<file path="config.mk">
export PLATFORM = sky130hd
export DESIGN_NAME = drive_status
export DESIGN_NICKNAME = d
export VERILOG_FILES = /design/src/design/drive_pkg.sv /design/src/design/drive_status.sv
export SDC_FILE = /design/constraint.sdc
export NUM_CORES = 1
export LEC_CHECK = 0
export BUFFER_PORTS_ARGS = -buffer_cell sky130_fd_sc_hd__buf_2
export CORE_UTILIZATION = 35
export CTS_CLUSTER_SIZE = 25
export DETAILED_ROUTE_END_ITERATION = 6
export PLACE_DENSITY = 0.55
export SLEW_MARGIN = 20
export SYNTH_ARGS = -nofsm -noshare
export SYNTH_HDL_FRONTEND = slang
export SYNTH_HIERARCHICAL = 1
export SYNTH_SLANG_ARGS = --single-unit
</file>
<file path="constraint.sdc">
create_clock -name core_clk -period 6.3 [get_ports core_clk]
set_clock_uncertainty 0.2 [all_clocks]
set_input_delay 0.63 -clock core_clk [delete_from_list [all_inputs] [get_ports core_clk]]
set_output_delay 0.63 -clock core_clk [all_outputs]
set_load 0.01 [all_outputs]
</file>
<file path="src/design/drive_pkg.sv">
// Constants, states and carriers for the diskette drive status and read path
package drive_pkg;

	// ------------------------------------------------------------
	// Clock and timing
	// ------------------------------------------------------------
	localparam int CLK_NS              = 40;
	localparam int INDEX_PULSE_NS      = 1_800_000;
	localparam int INDEX_PULSE_CYCLES  = INDEX_PULSE_NS / CLK_NS;
	localparam int READ_PULSE_NS       = 200;
	localparam int READ_PULSE_CYCLES   = (READ_PULSE_NS + CLK_NS - 1) / CLK_NS;
	localparam int DATA_WINDOW_NS      = 3000;
	localparam int DATA_WINDOW_CYCLES  = DATA_WINDOW_NS / CLK_NS;

	// ------------------------------------------------------------
	// Counts and sizes
	// ------------------------------------------------------------
	localparam logic [1:0] HOLES_ONE_SIDED = 2'h2;
	localparam logic [1:0] HOLES_TWO_SIDED = 2'h3;
	localparam int         FIFO_DEPTH      = 32;

	// ------------------------------------------------------------
	// Types
	// ------------------------------------------------------------
	typedef enum logic [1:0] {
		IDX_EMPTY    = 2'h0,
		IDX_COUNTING = 2'h1,
		IDX_READY    = 2'h3
	} ready_state_type;

	typedef struct packed {
		logic raw_bit;
		logic data_bit;
		logic clock_bit;
	} flux_event_type;

	typedef struct packed {
		logic index_hole;
		logic door_closed;
		logic media_present;
		logic two_sided;
		logic protect_tab;
		logic side_select;
		logic write_gate_n;
		logic drive_select_n;
		logic flux_pulse;
		logic wp_inhibit;
	} pin_sample_type;

	localparam pin_sample_type PINS_IDLE = 10'h0c6;

endpackage

</file>
<file path="src/design/drive_status.sv">
// Diskette drive ready, index, read pulse, separator and write protect logic
`timescale 1ns/100ps

// ------------------------------------------------------------
// Flux event FIFO
// ------------------------------------------------------------
module flux_fifo #(
	parameter int WIDTH = 3,
	parameter int DEPTH = 32
) (
	input  wire logic             core_clk,
	input  wire logic             rst_n,
	input  wire logic             flush,
	input  wire logic             in_valid,
	output logic                  in_ready,
	input  wire logic [WIDTH-1:0] in_data,
	output logic                  out_valid,
	input  wire logic             out_ready,
	output logic      [WIDTH-1:0] out_data
);
	localparam int AW = $clog2(DEPTH);

	logic [WIDTH-1:0] mem [DEPTH];
	logic [AW:0]      wr_ptr_reg;
	logic [AW:0]      wr_ptr_next;
	logic [AW:0]      rd_ptr_reg;
	logic [AW:0]      rd_ptr_next;
	logic             push;
	logic             pop;

	always_comb begin
		in_ready    = !((wr_ptr_reg[AW] != rd_ptr_reg[AW]) && (wr_ptr_reg[AW-1:0] == rd_ptr_reg[AW-1:0]));
		out_valid   = (wr_ptr_reg != rd_ptr_reg);
		out_data    = mem[rd_ptr_reg[AW-1:0]];
		push        = in_valid && in_ready && !flush;
		pop         = out_valid && out_ready && !flush;
		wr_ptr_next = flush ? '0 : wr_ptr_reg + (AW+1)'(push);
		rd_ptr_next = flush ? '0 : rd_ptr_reg + (AW+1)'(pop);
	end

	always_ff @(posedge core_clk or negedge rst_n) begin
		if (!rst_n) begin
			wr_ptr_reg <= '0;
			rd_ptr_reg <= '0;
		end else begin
			wr_ptr_reg <= wr_ptr_next;
			rd_ptr_reg <= rd_ptr_next;
		end
	end

	always_ff @(posedge core_clk) begin
		if (push) begin
			mem[wr_ptr_reg[AW-1:0]] <= in_data;
		end
	end
endmodule

// ------------------------------------------------------------
// Drive status top
// ------------------------------------------------------------
module drive_status
	import drive_pkg::*;
#(
	parameter int unsigned INDEX_PULSE_LEN = INDEX_PULSE_CYCLES,
	parameter bit          HAS_SEPARATOR   = 1'b1,
	parameter int          BUF_DEPTH       = FIFO_DEPTH
) (
	input  wire logic core_clk,
	input  wire logic rst_n,
	input  wire logic index_hole,
	input  wire logic door_closed,
	input  wire logic media_present,
	input  wire logic two_sided,
	input  wire logic protect_tab,
	input  wire logic side_select,
	input  wire logic write_gate_n,
	input  wire logic drive_select_n,
	input  wire logic flux_pulse,
	input  wire logic wp_inhibit,
	output logic      ready_n,
	output logic      index_n,
	output logic      read_data_n,
	output logic      separated_bit_stream_n,
	output logic      separated_timing_stream_n,
	output logic      write_protect_n,
	output logic      write_enable
);
	localparam int IW = $clog2(INDEX_PULSE_LEN + 1);
	localparam int OW = $clog2(READ_PULSE_CYCLES + 1);
	localparam int WW = $clog2(DATA_WINDOW_CYCLES + 1);

	// ------------------------------------------------------------
	// Pin synchronisers and edge detect
	// ------------------------------------------------------------
	pin_sample_type pins_raw;
	pin_sample_type pins_meta_reg;
	pin_sample_type pins_s_reg;
	pin_sample_type pins_d_reg;
	logic           hole_edge;
	logic           flux_edge;
	logic           selected;
	logic           media_ok;
	logic           read_enable;

	always_comb begin
		pins_raw    = {index_hole, door_closed, media_present, two_sided, protect_tab,
		               side_select, write_gate_n, drive_select_n, flux_pulse, wp_inhibit};
		hole_edge   = pins_s_reg.index_hole && !pins_d_reg.index_hole;
		flux_edge   = pins_s_reg.flux_pulse && !pins_d_reg.flux_pulse;
		selected    = !pins_s_reg.drive_select_n;
		media_ok    = pins_s_reg.door_closed && pins_s_reg.media_present;
		read_enable = pins_s_reg.write_gate_n;
	end

	always_ff @(posedge core_clk or negedge rst_n) begin
		if (!rst_n) begin
			pins_meta_reg <= PINS_IDLE;
			pins_s_reg    <= PINS_IDLE;
			pins_d_reg    <= PINS_IDLE;
		end else begin
			pins_meta_reg <= pins_raw;
			pins_s_reg    <= pins_meta_reg;
			pins_d_reg    <= pins_s_reg;
		end
	end

	// ------------------------------------------------------------
	// Index hole counting and ready
	// ------------------------------------------------------------
	ready_state_type state_reg;
	ready_state_type state_next;
	logic [1:0]      hole_cnt_reg;
	logic [1:0]      hole_cnt_next;
	logic [1:0]      hole_target;

	always_comb begin
		hole_target   = pins_s_reg.two_sided ? HOLES_TWO_SIDED : HOLES_ONE_SIDED;
		state_next    = state_reg;
		hole_cnt_next = hole_cnt_reg;
		case (state_reg)
			IDX_EMPTY: begin
				hole_cnt_next = 2'h0;
				if (media_ok) begin
					state_next = IDX_COUNTING;
				end
			end
			IDX_COUNTING: begin
				// Saturate so a late hole cannot wrap the count to zero
				if (hole_edge && (hole_cnt_reg != HOLES_TWO_SIDED)) begin
					hole_cnt_next = hole_cnt_reg + 2'h1;
				end
				if (hole_cnt_reg >= hole_target) begin
					state_next = IDX_READY;
				end
			end
			IDX_READY: begin
				if (hole_cnt_reg < hole_target) begin
					state_next = IDX_COUNTING;
				end
			end
			default: begin
				state_next = IDX_EMPTY;
			end
		endcase
		if (!media_ok) begin
			state_next    = IDX_EMPTY;
			hole_cnt_next = 2'h0;
		end
	end

	always_ff @(posedge core_clk or negedge rst_n) begin
		if (!rst_n) begin
			state_reg    <= IDX_EMPTY;
			hole_cnt_reg <= 2'h0;
		end else begin
			state_reg    <= state_next;
			hole_cnt_reg <= hole_cnt_next;
		end
	end

	// ------------------------------------------------------------
	// Index pulse stretcher
	// ------------------------------------------------------------
	logic [IW-1:0] index_cnt_reg;
	logic [IW-1:0] index_cnt_next;

	always_comb begin
		index_cnt_next = index_cnt_reg;
		if (hole_edge) begin
			index_cnt_next = IW'(INDEX_PULSE_LEN);
		end else if (index_cnt_reg != '0) begin
			index_cnt_next = index_cnt_reg - IW'(1);
		end
	end

	always_ff @(posedge core_clk or negedge rst_n) begin
		if (!rst_n) begin
			index_cnt_reg <= '0;
		end else begin
			index_cnt_reg <= index_cnt_next;
		end
	end

	// ------------------------------------------------------------
	// Data separator, drops flux edges while the FIFO is full and one is pending
	// ------------------------------------------------------------
	flux_event_type pend_reg;
	flux_event_type pend_next;
	logic           pend_valid_reg;
	logic           pend_valid_next;
	logic [WW-1:0]  win_cnt_reg;
	logic [WW-1:0]  win_cnt_next;
	logic           after_clock_reg;
	logic           after_clock_next;
	logic           fifo_in_ready;
	logic           is_data;

	always_comb begin
		pend_next        = pend_reg;
		pend_valid_next  = pend_valid_reg;
		after_clock_next = after_clock_reg;
		win_cnt_next     = (win_cnt_reg == WW'(DATA_WINDOW_CYCLES)) ? win_cnt_reg : win_cnt_reg + WW'(1);
		is_data          = after_clock_reg && (win_cnt_reg < WW'(DATA_WINDOW_CYCLES));
		if (pend_valid_reg && fifo_in_ready) begin
			pend_valid_next = 1'b0;
		end
		if (flux_edge && read_enable && (!pend_valid_reg || fifo_in_ready)) begin
			pend_valid_next    = 1'b1;
			pend_next.raw_bit  = 1'b1;
			pend_next.data_bit = HAS_SEPARATOR && is_data;
			pend_next.clock_bit = HAS_SEPARATOR && !is_data;
			after_clock_next   = !is_data;
			if (!is_data) begin
				win_cnt_next = '0;
			end
		end
		if (!read_enable) begin
			pend_valid_next  = 1'b0;
			after_clock_next = 1'b0;
		end
	end

	always_ff @(posedge core_clk or negedge rst_n) begin
		if (!rst_n) begin
			pend_reg        <= '0;
			pend_valid_reg  <= 1'b0;
			win_cnt_reg     <= '0;
			after_clock_reg <= 1'b0;
		end else begin
			pend_reg        <= pend_next;
			pend_valid_reg  <= pend_valid_next;
			win_cnt_reg     <= win_cnt_next;
			after_clock_reg <= after_clock_next;
		end
	end

	// ------------------------------------------------------------
	// Buffer and read pulse generator
	// ------------------------------------------------------------
	flux_event_type fifo_out;
	logic           fifo_out_valid;
	flux_event_type word_reg;
	flux_event_type word_next;
	logic [OW-1:0]  out_cnt_reg;
	logic [OW-1:0]  out_cnt_next;
	logic           drain_ready;

	flux_fifo #(
		.WIDTH ($bits(flux_event_type)),
		.DEPTH (BUF_DEPTH)
	) u_fifo (
		.core_clk  (core_clk),
		.rst_n     (rst_n),
		.flush     (!read_enable),
		.in_valid  (pend_valid_reg),
		.in_ready  (fifo_in_ready),
		.in_data   (pend_reg),
		.out_valid (fifo_out_valid),
		.out_ready (drain_ready),
		.out_data  (fifo_out)
	);

	always_comb begin
		drain_ready  = (out_cnt_reg == '0);
		word_next    = word_reg;
		out_cnt_next = (out_cnt_reg == '0) ? out_cnt_reg : out_cnt_reg - OW'(1);
		if (drain_ready && fifo_out_valid && read_enable) begin
			word_next    = fifo_out;
			out_cnt_next = OW'(READ_PULSE_CYCLES);
		end
	end

	always_ff @(posedge core_clk or negedge rst_n) begin
		if (!rst_n) begin
			word_reg    <= '0;
			out_cnt_reg <= '0;
		end else begin
			word_reg    <= word_next;
			out_cnt_reg <= out_cnt_next;
		end
	end

	// ------------------------------------------------------------
	// Registered, select-gated outputs
	// ------------------------------------------------------------
	logic rd_on;
	logic ready_next;
	logic wr_next;

	always_comb begin
		rd_on      = selected && read_enable && (out_cnt_reg != '0);
		// Count gate covers the cycle in which two-sided media raises the target
		ready_next = selected && (state_reg == IDX_READY) && (hole_cnt_reg >= hole_target)
		             && (pins_s_reg.two_sided || pins_s_reg.side_select);
		wr_next    = selected && !pins_s_reg.write_gate_n
		             && !(pins_s_reg.protect_tab && pins_s_reg.wp_inhibit);
	end

	always_ff @(posedge core_clk or negedge rst_n) begin
		if (!rst_n) begin
			ready_n                   <= 1'b1;
			index_n                   <= 1'b1;
			read_data_n               <= 1'b1;
			separated_bit_stream_n    <= 1'b1;
			separated_timing_stream_n <= 1'b1;
			write_protect_n           <= 1'b1;
			write_enable              <= 1'b0;
		end else begin
			ready_n                   <= !ready_next;
			index_n                   <= !(selected && (index_cnt_reg != '0));
			read_data_n               <= !(rd_on && word_reg.raw_bit);
			separated_bit_stream_n    <= !(rd_on && word_reg.data_bit);
			separated_timing_stream_n <= !(rd_on && word_reg.clock_bit);
			write_protect_n           <= !(selected && pins_s_reg.protect_tab);
			write_enable              <= wr_next;
		end
	end

	// ------------------------------------------------------------
	// Assertions
	// ------------------------------------------------------------
	a_ready_needs_holes: assert property (@(posedge core_clk) disable iff (!rst_n)
		!ready_n |-> $past(state_reg == IDX_READY))
		else $error("ready asserted before index count done");
	a_powerup_two_holes: assert property (@(posedge core_clk) disable iff (!rst_n)
		(state_reg == IDX_READY) |-> (hole_cnt_reg >= HOLES_ONE_SIDED))
		else $error("ready state with fewer than two holes");
	a_two_sided_three: assert property (@(posedge core_clk) disable iff (!rst_n)
		(!ready_n && $past(pins_s_reg.two_sided)) |-> ($past(hole_cnt_reg) == HOLES_TWO_SIDED))
		else $error("two-sided ready with fewer than three holes");
	a_single_side_one: assert property (@(posedge core_clk) disable iff (!rst_n)
		(selected && state_reg == IDX_READY && !pins_s_reg.two_sided)
		|=> (ready_n == !$past(pins_s_reg.side_select)))
		else $error("single-sided ready wrong for selected surface");
	a_two_side_any: assert property (@(posedge core_clk) disable iff (!rst_n)
		(selected && state_reg == IDX_READY && pins_s_reg.two_sided && hole_cnt_reg == HOLES_TWO_SIDED)
		|=> !ready_n)
		else $error("two-sided ready dropped");
	a_raw_pulse_cause: assert property (@(posedge core_clk) disable iff (!rst_n)
		$fell(read_data_n) |-> $past(out_cnt_reg == OW'(READ_PULSE_CYCLES)))
		else $error("raw read pulse without buffered event");
	a_separated_bit_stream_in_raw: assert property (@(posedge core_clk) disable iff (!rst_n)
		!separated_bit_stream_n |-> (!read_data_n && separated_timing_stream_n))
		else $error("data bit outside raw pulse");
	a_separated_timing_stream_in_raw: assert property (@(posedge core_clk) disable iff (!rst_n)
		!separated_timing_stream_n |-> !read_data_n)
		else $error("clock bit outside raw pulse");
	a_protect_flag: assert property (@(posedge core_clk) disable iff (!rst_n)
		(selected && pins_s_reg.protect_tab) |=> !write_protect_n)
		else $error("protect status not reported");
	a_write_inhibit: assert property (@(posedge core_clk) disable iff (!rst_n)
		(pins_s_reg.protect_tab && pins_s_reg.wp_inhibit) |=> !write_enable)
		else $error("write enabled on protected diskette");
	a_index_width: assert property (@(posedge core_clk) disable iff (!rst_n)
		hole_edge |=> (index_cnt_reg == IW'(INDEX_PULSE_LEN)))
		else $error("index pulse length not loaded");
	a_read_gate: assert property (@(posedge core_clk) disable iff (!rst_n)
		!read_enable |=> (read_data_n && separated_bit_stream_n && separated_timing_stream_n))
		else $error("read pulse while writing");
	a_deselect_quiet: assert property (@(posedge core_clk) disable iff (!rst_n)
		!selected |=> (ready_n && index_n && read_data_n && write_protect_n && !write_enable))
		else $error("output active while deselected");
	a_media_removed: assert property (@(posedge core_clk) disable iff (!rst_n)
		!media_ok |=> (state_reg == IDX_EMPTY && hole_cnt_reg == 2'h0) ##1 ready_n)
		else $error("ready kept after media removal");
endmodule

</file>
# Yosys cells after proc, flatten, opt, wreduce, memory -nomap -nowiden

Memory sizes are Yosys's and may differ from the RTL's. A register that Yosys moved wholly into a read port is not among the register bits.
Cells that the tools add are included.

Add/subtract/negate cells: 6
$lt $le $gt $ge: 3
Equal/unequal tests: 14
Muxes and demuxes: 24
Reduce and logical (&&, ||, !) cells: 49

Operators by type and width:

| kind                    | count |
|---|---|
| $mux W16                | 2 |
| $logic_and A1 B1 Y1     | 25 |
| $mux W7                 | 3 |
| $reduce_bool A16 Y1     | 1 |
| $sub A16 B1 Y16 const B | 1 |
| $logic_not A1 Y1        | 15 |
| $add A6 B1 Y6           | 2 |
| $mux W6                 | 2 |
| $mux W2                 | 5 |
| $ne A3 B3 Y1 const B    | 3 |
| $mux W1                 | 8 |
| $add A7 B1 Y7 const B   | 1 |
| $eq A7 B7 Y1 const B    | 1 |
| $lt A7 B7 Y1 const B    | 1 |
| $mux W3                 | 2 |
| $ne A3 B1 Y1 const B    | 2 |
| $ne A6 B6 Y1            | 1 |
| $pmux W2 S3             | 1 |
| $eq A5 B5 Y1            | 1 |
| $ne A2 B2 Y1 const B    | 2 |
| $pmux W2 S2             | 1 |
| $reduce_and A2 Y1       | 2 |
| $logic_not A3 Y1        | 1 |
| $reduce_bool A3 Y1      | 1 |
| 11 further kinds        | 12 |

Bits in registers: 76
RAM bits: 96
Bits of input ports: 12
Output and inout bits: 7
Logic and storage cells: 138
Memories kept: 1

Memory list:

| name       | words | bits a word | rd ports | clocked after memory_dff | write ports | RTL line           | text |
|---|---|---|---|---|---|---|---|
| u_fifo.mem | 32    | 3           | 1        | 1                        | 1           | drive_status.sv:23 | `logic [WIDTH-1:0] mem [DEPTH];` |

# Longest topological paths before layout

Gate-level depths: netlist (run 1).

Depth after elaboration: 7
Depth in mapped cells: 12
Gate-level depth less buffers: 10

# Modules after synthesis

The synthesis (run 1) kept the hierarchy.

Modules (own cells, without submodules):

| module       | instances | cells an instance | area an instance (um2) | seq. area each (um2) |
|---|---|---|---|---|
| flux_fifo    | 1         | 254               | 4543.1                 | 3183.1 |
| drive_status | 1         | 237               | 2788.9                 | 1695.4 |

# Worst setup path before layout (run 1)

OpenSTA, ideal clock, no wires.

Kind: reg-to-reg
Start: reg u_fifo.rd_ptr_reg[0]
End: reg u_fifo.wr_ptr_reg[4]
Library setup time: 132 ps
Data arrival time: 2397 ps
Required time: 5968 ps
Slack: 3571 ps
Stages on the path, launching flop included: 13
Buffers on the path: 3
Clock period less this slack: 2729 ps
Path through: dfrtp_1 > buf_4 > buf_6 > xnor2_1 > nand3_1 > o311ai_1 > buf_2 > inv_1 > ha_1 > ha_1 > nand3_1 > xor2_1 > nor2_1

Word-level cells in the longest chain between the ends: 7

Ends and longest elaborated chain:

| item                              | RTL line           | text |
|---|---|---|
| start: declaration                | drive_status.sv:26 | `logic [AW:0] rd_ptr_reg;` |
| start signal: assignment          | drive_status.sv:47 | `rd_ptr_reg <= rd_ptr_next;` |
| $eq A5 B5 Y1                      | drive_status.sv:32 | `in_ready = !((wr_ptr_reg[AW] != rd_ptr_reg[AW]) && (wr_ptr_reg[AW-1:0] == rd_ptr_reg[AW-1:0]));` |
| $logic_and A1 B1 Y1               | drive_status.sv:32 |  |
| $logic_not A1 Y1                  | drive_status.sv:32 |  |
| $logic_and A1 B1 Y1 (2 in series) | drive_status.sv:35 | `push = in_valid && in_ready && !flush;` |
| $add A6 B1 Y6                     | drive_status.sv:37 | `wr_ptr_next = flush ? '0 : wr_ptr_reg + (AW+1)'(push);` |
| $mux W6                           | drive_status.sv:37 |  |
| named net u_fifo.wr_ptr_next[4]   | drive_status.sv:25 | `logic [AW:0] wr_ptr_next;` |
| end signal: assignment            | drive_status.sv:46 | `wr_ptr_reg <= wr_ptr_next;` |
| end: declaration                  | drive_status.sv:24 | `logic [AW:0] wr_ptr_reg;` |

The timed path passes the listed nets, and every way through them passes these cells.
A chain may end at the register's enable or synchronous reset.

# Worst setup path in the final report (run 1)

Same ends and word-level chain as after synthesis.

==> key figures, run 1 <==
Status
  – Status: completed

Synth
  – Synth top area share: 39.3%
  – Cells after synthesis: 491
  – Yosys cell types: 55
  – Ys Warns: 6
  – Commonest cells in the netlist: edfxtp_1 (96), dfrtp_1 (64), nor3_1 (39)
  – Largest area contributor in the netlist: edfxtp_1
  – Top-count cell post-synth: edfxtp_1
  – Primary FF master, synth: edfxtp_1
  – Mapped Nets: just over 500
  – Post-synthesis sequential area ratio: 66.5%
  – EDFF count, synth: 96
  – Largest cells by area after synthesis: edfxtp_1 (39%), dfrtp_1 (22%), mux4_2 (9.2%)
  – Async SR Flop Fraction: between 40% and 50%
  – Post-Syn Area: ~0.0073 sq mm
  – Synthesis-stage register bit count: 175
  – Synthesized area per cell: around 15 sq um

Timing
  – Rel. slew slack: 34.5%
  – Setup-failing EPs final: 0
  – Fin crit period: 3.27 ns
  – TNS Setup: 0 ns
  – Slew Limit Fails: 0
  – Period utilization: between 50% and 60%
  – Final Hold Viols: 0
  – Worst Tran Pin Value: around 0.98 ns
  – RSZ-0062 raised after global routing: false
  – Fmax: between 300 and 400 MHz

Drt
  – DR vias/cell: between 5 and 6
  – Pre-antenna DRT Iters: 4
  – Antenna viol nets, final: 0
  – Wire per inst: 17.3 um
  – DRT Wirelength: between 10000 and 15000 um
  – DR vias: 4000
  – Remaining DRCs: 0
  – First DRT Iteration DRCs: around 280

Clocking
  – CTS Buf Count: 17
  – Post-CTS Resized: 0
  – Clock latency on the worst-skew pair: approximately 0.42 ns
  – Clk buf depth: 2
  – CTS tree: built
  – Clock Pin Slew Worst Setup and Hold Paths: about 0.060 ns
  – CTS Sinks: between 150 and 200
  – Root Driver: clkbuf_16
  – CTS H-tree depth: 4

Worst setup path
  – Crit path max fanout: 33
  – Worst setup SP type: register
  – Reg2reg setup slack: between 3 and 4 ns
  – Critical Path End Type: register
  – Critical Path AT: roughly 3.4 ns
  – WP data required: roughly 6.4 ns
  – Setup CP Type: reg -> reg
  – Critical R2R Launch: u_fifo/rd_ptr_reg[0]
  – Reg2reg end: u_fifo/wr_ptr_reg[4]
  – R2R depth: 11

Cells and area
  – Ant diodes: 0
  – Layout area overhead: 13.4%
  – Largest register FFs: between 90 and 100
  – Cell area after layout: slightly above 0.008 sq mm
  – Core Util, Final: 40.8%
  – Layout cells sized above 1: a little under a quarter
  – Nets: approximately 530

Hold path
  – Hold endpoint: pins_meta_reg[2]
  – WHS Path Cells: 1
  – HP Start: drive_select_n
  – Kind of path behind the tightest hold check: in -> reg

Floorplanning
  – Die height: 147 um
  – Io pins: 19
  – Num rows: 52
  – Die W: about 150 um
  – Core Box Area: 0.0204 sq mm
  – Starting Density: 36.0%
  – Die area: roughly 0.022 sq mm

Placed design
  – Placer Congestion: 0.755
  – Buffers on Ports: 18
  – Placed inst area: just under 0.008 sq mm
  – Post-DP HPWL: 9040 um

GRT
  – First-pass GRT wire length: ~23000 um
  – Antenna violations before repair: 0
  – All-Layer GR Usage: between 10% and 20%
  – Pin count of the biggest net entering global routing: 80
  – Total gr overflow: 0
  – Vias in the first global route: approximately 4200

Run
  – Max-Cap Viols: 0

Power and ir drop
  – Leak: 2.88 nW
  – Pwr dens: ~320 mW/mm^2
  – Peak supply drop: 0.000132 V
  – Total chip power: 2.65 mW
-- worst max-delay path, cell delays in order, from the launching register on --
cell	delay, ns
dfrtp_1	0.73
buf_4	0.43
xnor2_1	0.17
nand3_1	0.18
o311ai_4	0.24
buf_4	0.36
inv_1	0.08
ha_1	0.22
ha_1	0.21
nand3_1	0.10
xor2_1	0.15
nor2_1	0.05
-- report_power, final --
part,internal (mW),switching [mW],total [mW]
clock network,0.631,0.416,1.05
registers,1.31,0.0938,1.40
logic,0.0959,0.108,0.204
total,2.03,0.618,2.65
-- area by class of cell --
cell class / count / area, sq um
flip-flops and latches: 175 / 4880
clock inverters: 11 / 139
well taps: 270 / 338
repair buffers: 23 / 153
clock buffers: 21 / 450
inverters: 14 / 52.6
multi-input cells: 278 / 2300
fillers: 1837 / 12000
-- how the worst max path moves through the flow --
stage | cells past startpoint | to | startpoint | slack, ns
finish | 11 | u_fifo/wr_ptr_reg[4] | u_fifo/rd_ptr_reg[0] | 3.03
global route | 11 | u_fifo/wr_ptr_reg[4] | u_fifo/rd_ptr_reg[0] | 2.75
CTS | 11 | u_fifo/wr_ptr_reg[4] | u_fifo/rd_ptr_reg[0] | 2.94
detailed placement | 11 | u_fifo/wr_ptr_reg[4] | u_fifo/rd_ptr_reg[0] | 2.96
global placement | 11 | u_fifo/wr_ptr_reg[4] | u_fifo/rd_ptr_reg[0] | 3.04
floorplan | 12 | u_fifo/wr_ptr_reg[4] | u_fifo/rd_ptr_reg[0] | 3.57
-- logic make-up (layout without fill, tap and decap cells) --
group,after synthesis,in the layout,synth area share (%)
AOI/OAI and AO/OA,51,51,4.64
xor gates and xnor gates,19,19,2.27
adders and majority gates,10,10,1.71
buffers and inverters,38,69,2.29
DFF,175,175,66.5
muxes,39,39,10.5
and+or+nand+nor,159,159,12.0
-- repair_timing --
action | in CTS | in global routing
endpoints found under the hold margin | 0 | 14
hold buffers | 0 | 1
setup buffers | 0 | 0
-- stage by stage --
step / hold slack, ns / cells / setup WS [ns]
detailed placement: 0.143 / 758 / 2.96
floorplan: 0.131 / 491 / 3.57
global route: 0.0790 / 792 / 2.75
CTS: 0.0884 / 790 / 2.94
finish: 0.104 / 792 / 3.03
global placement: 0.134 / 758 / 3.04
-- cell usage in the layout (no fill, tap or decap), types with 4 or more instances in the layout --
cell,count
xor2_1,6
xnor2_1,13
nand3_1,13
edfxtp_1,96
nand3b_1,4
nor3_1,39
nor2b_1,10
mux2_2,6
clkbuf_16,17
nor2_1,25
o21ai_0,5
and3_1,5
or3_1,4
buf_4,4
dfrtp_1,62
o21ai_1,5
dfstp_2,15
nand2_1,23
buf_2,17
a21oi_1,22
inv_1,14
mux4_2,30
ha_1,10
nand2b_1,11
or4_1,4
-- per-layer routing --
metal	global-route usage [%]	share of wire (%)	routed length, um	vias up
li1	-	-	-	1884
met1	18.5	46	6330	2033
met2	21.9	49	6690	74
met3	3.35	3.6	495	9
met4	5.42	1.0	143	0
met5	0	0	0	-
No activity file was read; power rests on OpenSTA's default activity.
==> inputs of run 2 (changes only) <==
- clock period: 6.3 -> 3.2 ns (I/O delays scaled with it)
==> run 2 against run 1 <==
- hold slack better by 0.045 ns
- clock power is 96% higher
- final cell count is 1.9% higher
- largest power group unchanged
==> key figures, run 2 (same netlist as run 1, synthesis figures left out) <==
Worst setup path
  – Crit path largest cell delay: about 0.55 ns
  – R2R depth: 5
  – Worst setup SP type: register
  – Worst-path cell chain: buf_12, mux4_2, mux4_2, mux2_2, mux2_2
  – Reg2reg setup slack: roughly 0.7 ns
  – Critical Path AT: about 2.6 ns
  – Setup CP Type: reg -> reg
  – Critical Path End Type: register
  – WP data required: 3.30 ns
  – Slowest CP cell: mux4_2
  – Crit path max fanout: 26

Clocking
  – CTS H-tree depth: 4
  – CTS tree: built
  – CTS Sinks: 175
  – CTS Buf Count: 17
  – Clock Pin Slew Worst Setup and Hold Paths: roughly 0.070 ns
  – Post-CTS Resized: 0
  – Clk buf depth: 2
  – Clock latency on the worst-skew pair: between 0.4 and 0.5 ns
  – Root Driver: clkbuf_16

Timing
  – Period utilization: around four fifths
  – Fmax: ~400 MHz
  – Worst Tran Pin Value: around 0.73 ns
  – Fin crit period: ~2.5 ns
  – RSZ-0062 raised after global routing: false
  – Hold Slack: between 0.1 and 0.15 ns
  – TNS Setup: 0 ns
  – Final Hold Viols: 0
  – Slew Limit Fails: 0
  – Setup-failing EPs final: 0
  – Rel. slew slack: between 50% and 60%

Cells and area
  – Layout cells sized above 1: about a quarter
  – Largest register FFs: between 90 and 100
  – Layout area overhead: 15.4%
  – Fill count: 1827
  – Nets: 546
  – Core Util, Final: about two fifths
  – Most frequent cells in the layout: edfxtp_1 (96), dfrtp_1 (61), nor3_1 (39), mux4_2 (30), nor2_1 (25)
  – Register area: slightly below 0.005 sq mm
  – Multi-input gate area: between 0.002 and 0.0025 sq mm
  – Most common cell after layout, fill and taps aside: edfxtp_1
  – Ant diodes: 0

Drt
  – First DRT Iteration DRCs: around 220
  – Remaining DRCs: 0
  – Pre-antenna DRT Iters: 4
  – Wire per inst: around 18 um
  – DRT Wirelength: 14400 um
  – Antenna viol nets, final: 0
  – DR vias: around 4200
  – DR vias/cell: 5.20

GRT
  – Total gr overflow: 0
  – Pin count of the biggest net entering global routing: 80
  – All-Layer GR Usage: between 10% and 20%
  – Vias in the first global route: roughly 4300
  – Antenna violations before repair: 0
  – First-pass GRT wire length: around 24000 um

Floorplanning
  – Die W: 147 um
  – Io pins: 19
  – Num rows: 52
  – Die height: around 150 um
  – Die area: between 0.02 and 0.025 sq mm
  – Core Box Area: 0.0204 sq mm
  – Starting Density: between 30% and 40%

Run
  – Max-Cap Viols: 0

Hold path
  – WHS Path Cells: 0
  – Kind of path behind the tightest hold check: reg -> reg

Placed design
  – Buffers on Ports: 18
  – Placer Congestion: ~0.78
  – Post-DP HPWL: about 9200 um

Power and ir drop
  – Pwr dens: around 620 mW/mm^2
  – Leak: a little under 3 nW
  – Peak supply drop: about 0.00028 V
  – Total chip power: roughly 5.2 mW

Status
  – Status: completed
## run 2: cell types whose count changed in the layout (fill, tap and decap cells not counted), moves of 2 or more
| cell | before | now |
|---|---|---|
| clkinv_4 | 1 | 3 |
| clkbuf_1 | 3 | 0 |
| buf_4 | 4 | 8 |
| bufinv_16 | 3 | 1 |
| clkbuf_16 | 17 | 19 |
| dlygate4sd3_1 | 1 | 11 |
| inv_4 | 0 | 4 |
| clkinv_1 | 3 | 0 |
| inv_6 | 1 | 3 |
## run 2: final timing paths
check | from | end
max | u_fifo/rd_ptr_reg[0] | word_reg[0]
min | pins_meta_reg[5] | pins_s_reg[5]
max reg2reg | u_fifo/rd_ptr_reg[0] | word_reg[0]
min reg2reg | pins_meta_reg[5] | pins_s_reg[5]
max in group asynchronous | rst_n | pend_reg[2]
min in group asynchronous | rst_n | index_cnt_reg[15]
## run 2: power breakdown
part	switching [mW]	total (mW)	internal [mW]
clock network	0.887	2.06	1.18
registers	0.193	2.77	2.57
logic	0.215	0.411	0.196
total	1.29	5.24	3.95
## run 2: repair_timing
item / in CTS / in global routing
setup buffers: 0 / 0
endpoints found under the hold margin: 74 / 0
hold buffers: 11 / 0
## run 2: cell type report
class	instances	area share (%)
Tap cell	270	3.99
Timing Repair Buffer	38	3.39
Multi-Input combinational cell	278	27.2
Inverter	14	0.621
Clock buffer	19	5.62
Sequential cell	175	57.7
Clock inverter	13	1.42
## run 2: through the flow
stage                     instance area (sq um)  instances  setup WS, ns
after floorplan                            7330        491         0.471
after global placement                     7740        764         0.749
after detailed placement                   7740        764         0.700
after CTS                                  8450        807         0.682
after global routing                       8460        807         0.474
final                                      8460        807         0.684
## run 2: metal layers
metal / up-vias / wire length [um] / global-route usage, %
li1: 1913 / - / -
met1: 2173 / 6650 / 19.9
met2: 94 / 6950 / 23.0
met3: 14 / 538 / 2.70
met4: 0 / 261 / 6.56
met5: - / 0 / 0
## run 2: worst max-delay path: cells and delay by family, from the launching register on
kind	cells	cell delay (ns)
multiplexers	4	1.59
buffers and inverters	1	0.23
flip-flops	1	0.37
==> inputs of run 3 (changes only) <==
- clock period: 3.2 -> 2.4 ns (I/O delays scaled with it)
==> run 3 against run 2 <==
- non-clock buffer count increased by 25
- clock-buffer cell count decreased by 1
- sequential power increased by 30%
- total power increased by 33%
- via count increased by 3.1%
- combinational power increased by 75%
- maximum frequency decreased by 1.7%
- the run now ends with setup timing left
==> key figures, run 3 (same netlist as run 1, synthesis figures left out) <==
Placed design
  – Post-DP HPWL: 9690 um
  – Placer Congestion: 0.795
  – Placed inst area: slightly below 0.008 sq mm
  – Buffers on Ports: 18

Worst setup path
  – Worst setup SP type: register
  – Worst-path cell chain: buf_6, buf_16, mux4_2, mux4_2, mux2_2, mux2_2
  – Critical Path AT: about 2.7 ns
  – Slowest CP cell: mux4_2
  – Crit path largest cell delay: approximately 0.53 ns
  – WP data required: about 2.5 ns
  – Setup CP Type: reg -> reg
  – Critical Path End Type: register
  – Crit path max fanout: 6

Cells and area
  – Most common cell after layout, fill and taps aside: edfxtp_1
  – Ant diodes: 0
  – Layout area overhead: 23.8%
  – Cell area after layout: 0.00908 sq mm
  – Core Util, Final: between 40% and 50%
  – Most frequent cells in the layout: edfxtp_1 (96), dfrtp_1 (63), mux4_2 (30), nor3_2 (28), nor2_1 (24)
  – Largest register FFs: 96
  – Layout cells sized above 1: between 30% and 40%
  – Nets: roughly 570

Timing
  – Worst Tran Pin Value: 0.740 ns
  – TNS Setup: -0.855 ns
  – Hold Slack: 0.134 ns
  – Final Hold Viols: 0
  – RSZ-0062 raised after global routing: true
  – Slew Limit Fails: 0
  – Setup WS post-layout: -0.159 ns
  – Setup-failing EPs final: 33
  – Period utilization: 107%
  – Rel. slew slack: between 50% and 60%
  – Fmax: roughly 400 MHz
  – Fin crit period: about 2.6 ns

Clocking
  – CTS tree: built
  – CTS Sinks: approximately 180
  – Root Driver: clkbuf_16
  – Clock latency on the worst-skew pair: 0.42 ns
  – CTS H-tree depth: 4
  – Clk buf depth: 2
  – Clock Pin Slew Worst Setup and Hold Paths: approximately 0.07 ns
  – CTS Buf Count: 17

Floorplanning
  – Core Box Area: roughly 0.02 sq mm
  – Io pins: 19
  – Starting Density: 36.0%
  – Die area: approximately 0.022 sq mm
  – Die W: approximately 150 um
  – Num rows: between 50 and 60
  – Die height: around 150 um

Drt
  – Antenna viol nets, final: 0
  – DRT Wirelength: 15800 um
  – First DRT Iteration DRCs: 340
  – DR vias: 4323
  – Pre-antenna DRT Iters: 4
  – DR vias/cell: 5.20
  – Remaining DRCs: 0
  – Wire per inst: ~19 um

GRT
  – Total gr overflow: 0
  – Antenna violations before repair: 0
  – All-Layer GR Usage: 15.0%
  – Pin count of the biggest net entering global routing: 42
  – First-pass GRT wire length: roughly 25000 um
  – Vias in the first global route: 4431

Power and ir drop
  – Pwr dens: approximately 770 mW/mm^2
  – Total chip power: around 7.0 mW
  – Peak supply drop: around 0.00046 V
  – Leak: around 3.2 nW

Run
  – Max-Cap Viols: 0

Status
  – Status: finished, violations left
  – Failing checks: setup timing

Hold path
  – Kind of path behind the tightest hold check: in -> async
[run 3: cell types whose count changed in the layout (fill, tap and decap cells not counted), moves of 5 or more]
cell	before	now
nor3_2	0	28
buf_4	8	22
nand3_1	13	8
nor3_1	39	7
[run 3: final cells by class]
cell class | count | area, sq um
Fill cell | 1748 | 11300
Sequential cell | 175 | 4880
Multi-Input combinational cell | 278 | 2630
Timing Repair Buffer | 63 | 622
Clock buffer | 18 | 429
Tap cell | 270 | 338
Clock inverter | 13 | 130
Inverter | 14 | 52.6
[run 3: power by group]
group          internal [mW]  total [mW]  switching [mW]
sequential              3.43        3.60           0.172
clock                   1.45        2.64            1.19
combinational          0.310       0.718           0.408
total                   5.19        6.96            1.77
[run 3: final timing paths]
path                            slack, ns  cells after the start                to                 start
worst max-delay path                -0.16                      6       word_reg[1]  u_fifo/rd_ptr_reg[0]
worst min-delay path                 0.13                      2  index_cnt_reg[2]                 rst_n
worst max register to register      -0.16                      6       word_reg[1]  u_fifo/rd_ptr_reg[0]
worst min register to register       0.15                      0     pins_s_reg[0]      pins_meta_reg[0]
max in group asynchronous            1.21                      3  pins_meta_reg[1]                 rst_n
min in group core_clk                0.15                      0     pins_s_reg[0]      pins_meta_reg[0]
[run 3: worst max-delay path, delay by kind of cell, from the launching register on]
family	cells	cell delay [ns]
buffers and inverters	2	0.28
flip-flops	1	0.41
multiplexers	4	1.56
[run 3: through the flow]
| step | cells | setup WS, ns |
|---|---|---|
| floorplan | 491 | -0.0143 |
| global placement | 776 | -0.0879 |
| detailed placement | 776 | -0.130 |
| CTS | 826 | -0.117 |
| global route | 831 | -0.195 |
| finish | 831 | -0.159 |
[run 3: per-layer routing]
layer / GRT usage [%] / vias to the layer above / wire [um]
li1: - / 1967 / -
met1: 19.1 / 2232 / 6580
met2: 25.3 / 106 / 8240
met3: 3.57 / 18 / 735
met4: 4.84 / 0 / 265
met5: 0 / - / 0
[run 3: what timing repair did]
| item | in CTS | in global routing |
|---|---|---|
| pin swaps | 4 | 7 |
| gates resized for setup | 42 | 30 |
| cloned | 3 | 2 |
| endpoints found under the setup margin | 101 | 58 |
| hold buffers | 11 | 0 |
| buffers inserted | 5 | 3 |
| hold endpoints to repair | 50 | 0 |
